===== src/rtl/smcr_pkg.sv =====
// Constants and types of the static memory command register bank
package smcr_pkg;
    // Clock and timing
    localparam int unsigned CLK_PERIOD_NS = 20;
    localparam int unsigned INIT_NS       = 320;
    localparam int unsigned INIT_CYC      = (INIT_NS + CLK_PERIOD_NS - 1) / CLK_PERIOD_NS;
    localparam int unsigned MODE_WR_NS    = 100;
    localparam int unsigned MODE_WR_CYC   = (MODE_WR_NS + CLK_PERIOD_NS - 1) / CLK_PERIOD_NS;
    localparam int unsigned CNT_W         = 5;

    // Bus geometry
    localparam int unsigned AW     = 13;
    localparam int unsigned CHIPS  = 4;
    localparam int unsigned CYC_W  = 20;
    localparam int unsigned OPM_W  = 16;
    localparam int unsigned IRQ_W  = 5;

    // Register byte offsets
    localparam logic [12:0] OFS_STATUS   = 13'h1000;
    localparam logic [12:0] OFS_CFG_SET  = 13'h1008;
    localparam logic [12:0] OFS_CFG_CLR  = 13'h100C;
    localparam logic [12:0] OFS_DIR_CMD  = 13'h1010;
    localparam logic [12:0] OFS_HOLD_CYC = 13'h1014;
    localparam logic [12:0] OFS_HOLD_OPM = 13'h1018;
    localparam logic [12:0] OFS_IRQ_STAT = 13'h1030;
    localparam logic [12:0] OFS_IRQ_MASK = 13'h1034;
    localparam logic [4:0]  WORK_PAGE    = 5'h11;
    localparam logic [4:0]  WORK_CYC_OFS = 5'h00;
    localparam logic [4:0]  WORK_OPM_OFS = 5'h04;

    // Field positions
    localparam int unsigned CFG_IRQ_BIT  = 0;
    localparam int unsigned CFG_LP_BIT   = 2;
    localparam int unsigned CMD_CHIP_HI  = 25;
    localparam int unsigned CMD_CHIP_LO  = 23;
    localparam int unsigned CMD_KIND_HI  = 22;
    localparam int unsigned CMD_KIND_LO  = 21;
    localparam int unsigned CMD_CRE_BIT  = 20;
    localparam int unsigned CMD_ADDR_HI  = 19;
    localparam int unsigned CMD_BUS_HI   = 15;
    localparam int unsigned HOLD_CYC_HI  = 22;
    localparam int unsigned ST_STATE_BIT = 0;
    localparam int unsigned ST_IRQ_BIT   = 1;

    // Reset values
    localparam logic [19:0] WORK_CYC_RST = 20'h2B3CC;
    localparam logic [15:0] WORK_OPM_RST = 16'h0802;
    localparam logic [22:0] HOLD_CYC_RST = 23'h002B3CC;

    // Interrupt event bits
    localparam int unsigned EV_CMD_DONE = 0;
    localparam int unsigned EV_LP_ENTER = 1;
    localparam int unsigned EV_LP_EXIT  = 2;
    localparam int unsigned EV_CMD_BAD  = 3;
    localparam int unsigned EV_IF0_INT  = 4;

    // Command kinds
    localparam logic [1:0] KIND_UPD_BUS  = 2'h0;
    localparam logic [1:0] KIND_MODE     = 2'h1;
    localparam logic [1:0] KIND_UPD      = 2'h2;
    localparam logic [1:0] KIND_MODE_UPD = 2'h3;

    // AXI responses
    localparam logic [1:0] RESP_OKAY   = 2'h0;
    localparam logic [1:0] RESP_SLVERR = 2'h2;
    localparam logic [1:0] RESP_DECERR = 2'h3;

    typedef enum logic [1:0] { ST_RESET, ST_READY, ST_LOWPWR } smcr_state_e;
endpackage


===== src/rtl/smcr_regs.sv =====
// Command register bank of the static memory controller with AXI4-Lite slave
//
// Overview of operation
// - Set register bit 2 at one requests low power, entered when next idle.
// - Set register bit 0 at one enables interface 0 interrupt; zero ignored.
// - Clear register bit 2 at one requests leaving low power; zero ignored.
// - Clear register bit 0 at one disables interface 0 interrupt; zero ignored.
// - Set and clear registers refuse writes in reset state.
// - Direct command and timing holding refuse writes in reset or low power.
// - Chip field 25:23 selects chips 1-4 for 0-3; 4-7 reserved.
// - Kind field 22:21: update+bus, mode write, update, mode write+update.
// - Update copies held timing and opmode into selected chip working registers.
// - Configuration enable output follows bit 20 during a mode write.
// - Mode command drives address field 19:0 onto memory address 19:0.
// - Update plus bus command passes bits 15:0 as bus data.
// - Holding register keeps read cycle 3:0 and write cycle 7:4.
// - Holding keeps 3-bit delay, pulse, page, turnaround; 22:20 reserved.
// - Status bit 0 reports ready as zero, low power as one.
// - Status bit 1 reports the interface 0 interrupt enable.
`timescale 1ns/1ps
`default_nettype none
module smcr_regs
    import smcr_pkg::*;
(
    input  wire logic                         clk_sys,
    input  wire logic                         sys_rst,
    input  wire logic [AW-1:0]                s_axi_awaddr,
    input  wire logic [2:0]                   s_axi_awprot,
    input  wire logic                         s_axi_awvalid,
    output var  logic                         s_axi_awready,
    input  wire logic [31:0]                  s_axi_wdata,
    input  wire logic [3:0]                   s_axi_wstrb,
    input  wire logic                         s_axi_wvalid,
    output var  logic                         s_axi_wready,
    output var  logic [1:0]                   s_axi_bresp,
    output var  logic                         s_axi_bvalid,
    input  wire logic                         s_axi_bready,
    input  wire logic [AW-1:0]                s_axi_araddr,
    input  wire logic [2:0]                   s_axi_arprot,
    input  wire logic                         s_axi_arvalid,
    output var  logic                         s_axi_arready,
    output var  logic [31:0]                  s_axi_rdata,
    output var  logic [1:0]                   s_axi_rresp,
    output var  logic                         s_axi_rvalid,
    input  wire logic                         s_axi_rready,
    input  wire logic                         ext_busy,
    input  wire logic                         if0_int_pin,
    output var  logic                         irq,
    output var  logic                         lp_state,
    output var  logic [19:0]                  mem_addr,
    output var  logic                         mem_cre,
    output var  logic                         mem_mode_write,
    output var  logic [1:0]                   mem_chip,
    output var  logic                         bus_cmd_valid,
    output var  logic [15:0]                  bus_cmd_data,
    output var  logic [CHIPS-1:0][CYC_W-1:0]  work_cycles,
    output var  logic [CHIPS-1:0][OPM_W-1:0]  work_opmode
);

    function automatic logic kind_updates(input logic [1:0] k);
        kind_updates = (k != KIND_MODE);
    endfunction

    function automatic logic kind_mode(input logic [1:0] k);
        kind_mode = (k == KIND_MODE) || (k == KIND_MODE_UPD);
    endfunction

    // Controller state and counters
    smcr_state_e                 state_r;
    logic [CNT_W-1:0]            init_cnt_r;
    logic [CNT_W-1:0]            mode_cnt_r;
    logic                        lp_req_r;
    logic                        irq_on_state_r;
    logic [22:0]                 hold_cyc_r;
    logic [OPM_W-1:0]            hold_opm_r;
    logic [IRQ_W-1:0]            irq_stat_r;
    logic [IRQ_W-1:0]            irq_mask_r;
    logic [1:0]                  int_sync_r;
    logic                        int_prev_r;

    // Write channel capture
    logic                        aw_have_r;
    logic                        w_have_r;
    logic [AW-1:0]               wa_r;
    logic [31:0]                 wd_r;
    logic [3:0]                  ws_r;

    // Write decode
    wire logic        wr_fire  = aw_have_r && w_have_r && !s_axi_bvalid;
    wire logic [31:0] wmask    = {{8{ws_r[3]}}, {8{ws_r[2]}}, {8{ws_r[1]}}, {8{ws_r[0]}}};
    wire logic [31:0] wd       = wd_r & wmask;
    wire logic        in_reset = (state_r == ST_RESET);
    wire logic        in_lp    = (state_r == ST_LOWPWR);
    wire logic        hit_set  = (wa_r == OFS_CFG_SET);
    wire logic        hit_clr  = (wa_r == OFS_CFG_CLR);
    wire logic        hit_cmd  = (wa_r == OFS_DIR_CMD);
    wire logic        hit_hcyc = (wa_r == OFS_HOLD_CYC);
    wire logic        hit_hopm = (wa_r == OFS_HOLD_OPM);
    wire logic        hit_ist  = (wa_r == OFS_IRQ_STAT);
    wire logic        hit_imsk = (wa_r == OFS_IRQ_MASK);
    wire logic        wr_known = hit_set || hit_clr || hit_cmd || hit_hcyc || hit_hopm
                                 || hit_ist || hit_imsk;
    wire logic        cfg_gate = in_reset && (hit_set || hit_clr);
    wire logic        cmd_gate = (in_reset || in_lp) && (hit_cmd || hit_hcyc || hit_hopm);
    wire logic        seq_busy = (mode_cnt_r != '0);
    wire logic        cmd_hold = hit_cmd && seq_busy;
    wire logic        wr_ok    = wr_fire && wr_known && !cfg_gate && !cmd_gate && !cmd_hold;
    wire logic [1:0]  wr_resp  = !wr_known ? RESP_DECERR :
                                 (cfg_gate || cmd_gate || cmd_hold) ? RESP_SLVERR : RESP_OKAY;

    // Command decode
    wire logic [2:0]  cmd_chip = wd[CMD_CHIP_HI:CMD_CHIP_LO];
    wire logic [1:0]  cmd_kind = wd[CMD_KIND_HI:CMD_KIND_LO];
    wire logic        cmd_go   = wr_ok && hit_cmd;
    wire logic        cmd_bad  = cmd_go && cmd_chip[2];
    wire logic        upd_go   = cmd_go && !cmd_chip[2] && kind_updates(cmd_kind);
    wire logic        mode_go  = cmd_go && !cmd_chip[2] && kind_mode(cmd_kind);
    wire logic        bus_go   = cmd_go && !cmd_chip[2] && (cmd_kind == KIND_UPD_BUS);
    wire logic        mode_end = (mode_cnt_r == CNT_W'(1));
    wire logic        set_lp   = wr_ok && hit_set && wd[CFG_LP_BIT];
    wire logic        clr_lp   = wr_ok && hit_clr && wd[CFG_LP_BIT];
    wire logic        set_ien  = wr_ok && hit_set && wd[CFG_IRQ_BIT];
    wire logic        clr_ien  = wr_ok && hit_clr && wd[CFG_IRQ_BIT];
    wire logic        idle     = !seq_busy && !ext_busy && !mode_go;
    wire logic        lp_enter = (state_r == ST_READY) && lp_req_r && idle;
    wire logic        lp_exit  = in_lp && clr_lp;
    wire logic        int_edge = int_sync_r[1] && !int_prev_r;

    // Events and interrupt status
    wire logic [IRQ_W-1:0] events = {int_edge && irq_on_state_r, cmd_bad, lp_exit, lp_enter,
                                     (upd_go && !mode_go) || mode_end};
    wire logic [IRQ_W-1:0] w1c    = (wr_ok && hit_ist) ? wd[IRQ_W-1:0] : '0;
    wire logic [IRQ_W-1:0] stat_nxt = (irq_stat_r & ~w1c) | events;

    // Read decode
    wire logic        rd_work  = (s_axi_araddr[12:8] == WORK_PAGE) && !s_axi_araddr[7];
    wire logic [1:0]  rd_bank  = s_axi_araddr[6:5];
    wire logic        rd_wcyc  = rd_work && (s_axi_araddr[4:0] == WORK_CYC_OFS);
    wire logic        rd_wopm  = rd_work && (s_axi_araddr[4:0] == WORK_OPM_OFS);
    wire logic        rd_stat  = (s_axi_araddr == OFS_STATUS);
    wire logic        rd_wo    = (s_axi_araddr == OFS_CFG_SET) || (s_axi_araddr == OFS_CFG_CLR)
                                 || (s_axi_araddr == OFS_DIR_CMD)
                                 || (s_axi_araddr == OFS_HOLD_CYC)
                                 || (s_axi_araddr == OFS_HOLD_OPM);
    wire logic [31:0] status_w = {30'h0, irq_on_state_r, in_lp};
    wire logic [31:0] rd_data  =
        rd_stat && !in_reset            ? status_w :
        (s_axi_araddr == OFS_IRQ_STAT)  ? {27'h0, irq_stat_r} :
        (s_axi_araddr == OFS_IRQ_MASK)  ? {27'h0, irq_mask_r} :
        rd_wcyc                         ? {12'h0, work_cycles[rd_bank]} :
        rd_wopm                         ? {16'h0, work_opmode[rd_bank]} : 32'h0;
    wire logic        rd_known = rd_stat || rd_wo || rd_wcyc || rd_wopm
                                 || (s_axi_araddr == OFS_IRQ_STAT)
                                 || (s_axi_araddr == OFS_IRQ_MASK);
    wire logic [1:0]  rd_resp  = !rd_known ? RESP_DECERR :
                                 (rd_wo || (rd_stat && in_reset)) ? RESP_SLVERR : RESP_OKAY;

    // Write address and data capture, write response
    always_ff @(posedge clk_sys or posedge sys_rst) begin
        if (sys_rst) begin
            aw_have_r     <= 1'b0;
            w_have_r      <= 1'b0;
            wa_r          <= '0;
            wd_r          <= 32'h0;
            ws_r          <= 4'h0;
            s_axi_awready <= 1'b1;
            s_axi_wready  <= 1'b1;
            s_axi_bvalid  <= 1'b0;
            s_axi_bresp   <= RESP_OKAY;
        end else begin
            if (s_axi_awvalid && s_axi_awready) begin
                aw_have_r     <= 1'b1;
                wa_r          <= {s_axi_awaddr[AW-1:2], 2'b00};
                s_axi_awready <= 1'b0;
            end
            if (s_axi_wvalid && s_axi_wready) begin
                w_have_r     <= 1'b1;
                wd_r         <= s_axi_wdata;
                ws_r         <= s_axi_wstrb;
                s_axi_wready <= 1'b0;
            end
            if (wr_fire) begin
                aw_have_r    <= 1'b0;
                w_have_r     <= 1'b0;
                s_axi_bvalid <= 1'b1;
                s_axi_bresp  <= wr_resp;
            end else if (s_axi_bvalid && s_axi_bready) begin
                s_axi_bvalid  <= 1'b0;
                s_axi_awready <= 1'b1;
                s_axi_wready  <= 1'b1;
            end
        end
    end

    // Read channel
    always_ff @(posedge clk_sys or posedge sys_rst) begin
        if (sys_rst) begin
            s_axi_arready <= 1'b1;
            s_axi_rvalid  <= 1'b0;
            s_axi_rdata   <= 32'h0;
            s_axi_rresp   <= RESP_OKAY;
        end else if (s_axi_arvalid && s_axi_arready) begin
            s_axi_arready <= 1'b0;
            s_axi_rvalid  <= 1'b1;
            s_axi_rdata   <= rd_data;
            s_axi_rresp   <= rd_resp;
        end else if (s_axi_rvalid && s_axi_rready) begin
            s_axi_rvalid  <= 1'b0;
            s_axi_arready <= 1'b1;
        end
    end

    // Controller state
    always_ff @(posedge clk_sys or posedge sys_rst) begin
        if (sys_rst) begin
            state_r    <= ST_RESET;
            init_cnt_r <= CNT_W'(INIT_CYC);
            lp_req_r   <= 1'b0;
        end else begin
            case (state_r)
                ST_RESET: begin
                    init_cnt_r <= init_cnt_r - CNT_W'(1);
                    if (init_cnt_r == CNT_W'(1)) begin
                        state_r <= ST_READY;
                    end
                end
                ST_READY: begin
                    if (lp_enter) begin
                        state_r <= ST_LOWPWR;
                    end
                end
                ST_LOWPWR: begin
                    if (lp_exit) begin
                        state_r <= ST_READY;
                    end
                end
                default: state_r <= ST_RESET;
            endcase
            if (lp_enter || clr_lp) begin
                lp_req_r <= 1'b0;
            end else if (set_lp) begin
                lp_req_r <= 1'b1;
            end
        end
    end

    // Interrupt enable, held values and working registers
    always_ff @(posedge clk_sys or posedge sys_rst) begin
        if (sys_rst) begin
            irq_on_state_r <= 1'b0;
            hold_cyc_r     <= HOLD_CYC_RST;
            hold_opm_r     <= WORK_OPM_RST;
            work_cycles    <= {CHIPS{WORK_CYC_RST}};
            work_opmode    <= {CHIPS{WORK_OPM_RST}};
        end else begin
            if (set_ien) begin
                irq_on_state_r <= 1'b1;
            end else if (clr_ien) begin
                irq_on_state_r <= 1'b0;
            end
            if (wr_ok && hit_hcyc) begin
                hold_cyc_r <= wd[HOLD_CYC_HI:0];
            end
            if (wr_ok && hit_hopm) begin
                hold_opm_r <= wd[OPM_W-1:0];
            end
            if (upd_go) begin
                work_cycles[cmd_chip[1:0]] <= hold_cyc_r[CYC_W-1:0];
                work_opmode[cmd_chip[1:0]] <= hold_opm_r;
            end
        end
    end

    // Mode register write and bus command outputs
    always_ff @(posedge clk_sys or posedge sys_rst) begin
        if (sys_rst) begin
            mode_cnt_r     <= '0;
            mem_addr       <= 20'h0;
            mem_cre        <= 1'b0;
            mem_mode_write <= 1'b0;
            mem_chip       <= 2'h0;
            bus_cmd_valid  <= 1'b0;
            bus_cmd_data   <= 16'h0;
        end else begin
            bus_cmd_valid <= bus_go;
            if (bus_go) begin
                bus_cmd_data <= wd[CMD_BUS_HI:0];
                mem_chip     <= cmd_chip[1:0];
            end
            if (mode_go) begin
                mode_cnt_r     <= CNT_W'(MODE_WR_CYC);
                mem_addr       <= wd[CMD_ADDR_HI:0];
                mem_cre        <= wd[CMD_CRE_BIT];
                mem_mode_write <= 1'b1;
                mem_chip       <= cmd_chip[1:0];
            end else if (seq_busy) begin
                mode_cnt_r <= mode_cnt_r - CNT_W'(1);
                if (mode_end) begin
                    mem_mode_write <= 1'b0;
                    mem_cre        <= 1'b0;
                end
            end
        end
    end

    // Interrupt pin synchroniser, status and output
    always_ff @(posedge clk_sys or posedge sys_rst) begin
        if (sys_rst) begin
            int_sync_r <= 2'b00;
            int_prev_r <= 1'b0;
            irq_stat_r <= '0;
            irq_mask_r <= '0;
            irq        <= 1'b0;
            lp_state   <= 1'b0;
        end else begin
            int_sync_r <= {int_sync_r[0], if0_int_pin};
            int_prev_r <= int_sync_r[1];
            irq_stat_r <= stat_nxt;
            if (wr_ok && hit_imsk) begin
                irq_mask_r <= wd[IRQ_W-1:0];
            end
            irq      <= |(stat_nxt & ((wr_ok && hit_imsk) ? wd[IRQ_W-1:0] : irq_mask_r));
            lp_state <= (state_r == ST_LOWPWR) ? !lp_exit : lp_enter;
        end
    end
endmodule
`default_nettype wire


===== config.mk =====
export PLATFORM = sky130hd
export DESIGN_NAME = smcr_regs
export DESIGN_NICKNAME = d
export VERILOG_FILES = /design/src/rtl/smcr_pkg.sv /design/src/rtl/smcr_regs.sv
export SDC_FILE = /design/constraint.sdc
export NUM_CORES = 1
export LEC_CHECK = 0
export BUFFER_PORTS_ARGS = -buffer_cell sky130_fd_sc_hd__buf_2
export CAP_MARGIN = 5
export CELL_PAD_IN_SITES_DETAIL_PLACEMENT = 0
export CELL_PAD_IN_SITES_GLOBAL_PLACEMENT = 1
export CORE_MARGIN = 5
export CORE_UTILIZATION = 44
export CTS_BUF_LIST = sky130_fd_sc_hd__clkbuf_4 sky130_fd_sc_hd__clkbuf_8 sky130_fd_sc_hd__clkbuf_16
export CTS_CLUSTER_SIZE = 40
export DETAILED_ROUTE_END_ITERATION = 10
export HOLD_SLACK_MARGIN = 0.08
export PLACE_DENSITY = 0.86
export SYNTH_ARGS = -nofsm -noshare
export SYNTH_HDL_FRONTEND = slang
export SYNTH_SLANG_ARGS = --single-unit

===== constraint.sdc =====
create_clock -name clk_sys -period 12.36 [get_ports clk_sys]
set_input_delay 2.472 -clock clk_sys [delete_from_list [all_inputs] [get_ports clk_sys]]
set_output_delay 2.472 -clock clk_sys [all_outputs]
set_load 0.01 [all_outputs]

==> flow_metrics.py <==
metrics = {
    "run_status": {
        "outcome": "complete, no violations",
    },
    "synth": {
        "synthTopCellsByArea": "dfrtp_1, mux2_2, dfstp_2, mux4_2, nand2_1",
        "yosysWarnings": 0,
        "synth_top_area_cell": "dfrtp_1",
        "synth_area_um2": 13800,
        "postSynthCellCount": 1022,
        "ys_types": 66,
        "synth_edf_count": 0,
        "yosysMostFrequentCell": "dfrtp_1",
        "seq_area_frac_synth_pct": 58.9,
        "yosys-top-cells-count": "dfrtp_1, mux2_2, nand2_1",
        "synth_top_area_share_pct": 46.7,
        "synth_area_per_cell_um2": 13.5,
        "ys.flop_type": "dfrtp_1",
        "synth_seq_cells": 322,
        "async_flop_share_pct": 100,
    },
    "floorplanning": {
        "core_um2": 30800,
        "die_h_um": 187,
        "initial_core_util_pct": 44.8,
        "io_pins": 305,
        "rows": 64,
        "dieArea_um2": 35100,
        "die_w_um": 187,
    },
    "global_route": {
        "overflow": 0,
        "grt_pass1_wl_um": 59300,
        "grt_pass1_vias": 9765,
        "grt_max_degree": 117,
        "antenna_found_initial": 0,
        "grt_usage_pct": 21.3,
    },
    "timing": {
        "final_hold_viol_count": 0,
        "rsz0062_at_grt": "no",
        "min_period_ns": 4.50,
        "worst_slew_pin_slew_ns": 1.08,
        "slew-limit-headroom_pct": 27.3,
        "setup_violations": 0,
        "fmax_mhz": 222,
        "setup_ws_ns": 7.86,
        "period_share_pct": 36.4,
        "tns_ns": 0,
        "fin_worst_skew_ns": 0.0255,
        "drv_slew": 0,
    },
    "final_layout": {
        "drive_above_1_share_pct": 51.4,
        "areaGrowthSynthToFinish_pct": 21.0,
        "final_util_pct": 54.3,
        "final_nets": 1376,
        "fillCellCount": 2636,
    },
    "drt": {
        "first_pass_iters": 5,
        "routed_via_density": 5.42,
        "drt-total-wl_um": 37400,
        "vias": 9329,
        "drc": 0,
        "drtIter0Drc": 597,
        "antenna_left": 0,
        "wl_per_cell_um": 21.7,
    },
    "cts": {
        "cts_buffers": 36,
        "cts_sinks": 322,
        "htreeDepth": 2,
        "clockBufferDepth": 3,
        "cts_setup_buffers": 0,
        "clkTransAtPathRegs_ns": 0.06,
        "cts_tree": "yes",
        "clock_latency_ns": 0.52,
        "ctsResizeCount": 0,
        "cts-hold-fix-buffers": 0,
        "cts_root_buf": "clkbuf_16",
    },
    "power_and_ir_drop": {
        "combPwrFrac_pct": 14.4,
        "power_mw": 2.78,
        "leakage_nw": 8.36,
        "seqPwrFrac_pct": 46.1,
        "ir_drop_uv": 106,
        "power_switching_mw": 0.775,
        "power_density_nw_per_um2": 166,
        "p_int_mw": 2.01,
        "power_frac_clock_pct": 39.5,
        "p_sw_share_pct": 27.9,
    },
    "worst_setup_path": {
        "crit_required_ns": 12.80,
        "path_class": "in2reg",
        "cp-end-kind": "register",
        "start_kind": "input pin",
        "crit_family": "simple AND/OR/NAND/NOR gates",
        "worst-path-buf-inv": 2,
        "cpMaxStageDelayCell": "nor3_1",
        "slowest_delay_ns": 0.87,
        "path_cells": "buf_2, buf_4, nand3_1, nor3_1, a222oi_1, a211oi_1, a21o_1",
        "crit_fanout": 39,
        "arrival_ns": 4.95,
    },
    "hold_path": {
        "holdCritPathClass": "reg2reg",
    },
    "job": {
        "maxCapViolations": 0,
    },
    "placed_design": {
        "place_congestion": 0.826,
        "portBuffers": 278,
        "pre_cts_ws_ns": 7.31,
        "dp_hpwl_um": 25800,
    },
}
[layout by cell type (no fill, tap or decap), types with 9 or more instances in the layout]
cell type,n
a22o_1,9
o21ai_0,82
conb_1,12
clkbuf_16,37
buf_2,278
o21ai_2,15
mux2_2,186
dfstp_2,64
mux2i_1,14
nand2_1,146
inv_1,11
a21oi_1,12
nor2_1,15
dfrtp_1,258
buf_4,11
mux4_2,36
[final timing paths]
kind / slack (ns) / cells past startpoint / from / to
max: 7.86 / 7 / s_axi_araddr[5] / s_axi_rdata[0]$_DFFE_PP0P_
min: 0.35 / 0 / int_sync_r[0]$_DFF_PP0_ / int_sync_r[1]$_DFF_PP0_
max reg2reg: 9.16 / 5 / s_axi_bvalid$_DFFE_PP0P_ / work_opmode[48]$_DFFE_PP0P_
min reg2reg: 0.35 / 0 / int_sync_r[0]$_DFF_PP0_ / int_sync_r[1]$_DFF_PP0_
max in group asynchronous: 8.08 / 4 / sys_rst / irq_mask_r[1]$_DFF_PP0_
min in group asynchronous: 2.10 / 2 / sys_rst / mem_addr[9]$_DFFE_PP0P_
[registers in the layout, indices dropped and copies added (netlist names), 16 cells and up]
signal	count
work_opmode	64
s_axi_rdata	20
mem_addr	20
bus_cmd_data	16
work_cycles	80
wd_r	26
hold_opm_r	16
hold_cyc_r	20
[layout make-up]
cell class | instances | area, µm² | share of cell area [%]
Sequential cell | 322 | 8140 | 48.7
Antenna cell | 2 | 5.00 | 0.0299
Clock inverter | 15 | 166 | 0.995
Clock buffer | 50 | 1070 | 6.42
Timing Repair Buffer | 289 | 1470 | 8.81
Tap cell | 396 | 495 | 2.96
Inverter | 12 | 52.6 | 0.314
Multi-Input combinational cell | 634 | 5320 | 31.8
[power groups by stage]
| stage | Combinational, mW | Clock, mW | Sequential, mW |
|---|---|---|---|
| 6_report | 0.401 | 1.10 | 1.28 |
| 5_1_grt | 0.446 | 1.17 | 1.30 |
| 4_1_cts | 0.406 | 1.13 | 1.28 |
| 3_5_place_dp | 0.404 | 0 | 1.30 |
| 3_3_place_gp | 0.393 | 0 | 1.29 |
| 2_1_floorplan | 0.306 | 0 | 1.26 |
[layer usage]
metal / wire length (µm) / global-route usage (%) / up-vias
met3: 2330 / 4.44 / 60
met1: 16900 / 30.5 / 4765
met4: 964 / 6.20 / 0
met5: 0 / 0 / -
met2: 17200 / 33.2 / 304
li1: - / - / 4200
[logic make-up after synthesis]
family / share of synthesized area (%)
xor gates and xnor gates: 0.380
DFF: 58.9
adders and majority gates: 0.362
muxes: 22.4
and+or+nand+nor: 8.45
AOI/OAI and AO/OA: 6.58
other: 0.0271
buffers and inverters: 2.95
[metrics by stage]
| step | std cells | area (µm²) | hold WS (ns) |
|---|---|---|---|
| after floorplan | 1033 | 13900 | 0.331 |
| after global placement | 1653 | 15500 | 0.333 |
| after detailed placement | 1653 | 15500 | 0.336 |
| after CTS | 1718 | 16700 | 0.347 |
| after global routing | 1718 | 16700 | 0.355 |
| final | 1720 | 16700 | 0.345 |
No activity file was read; power rests on OpenSTA's default activity.
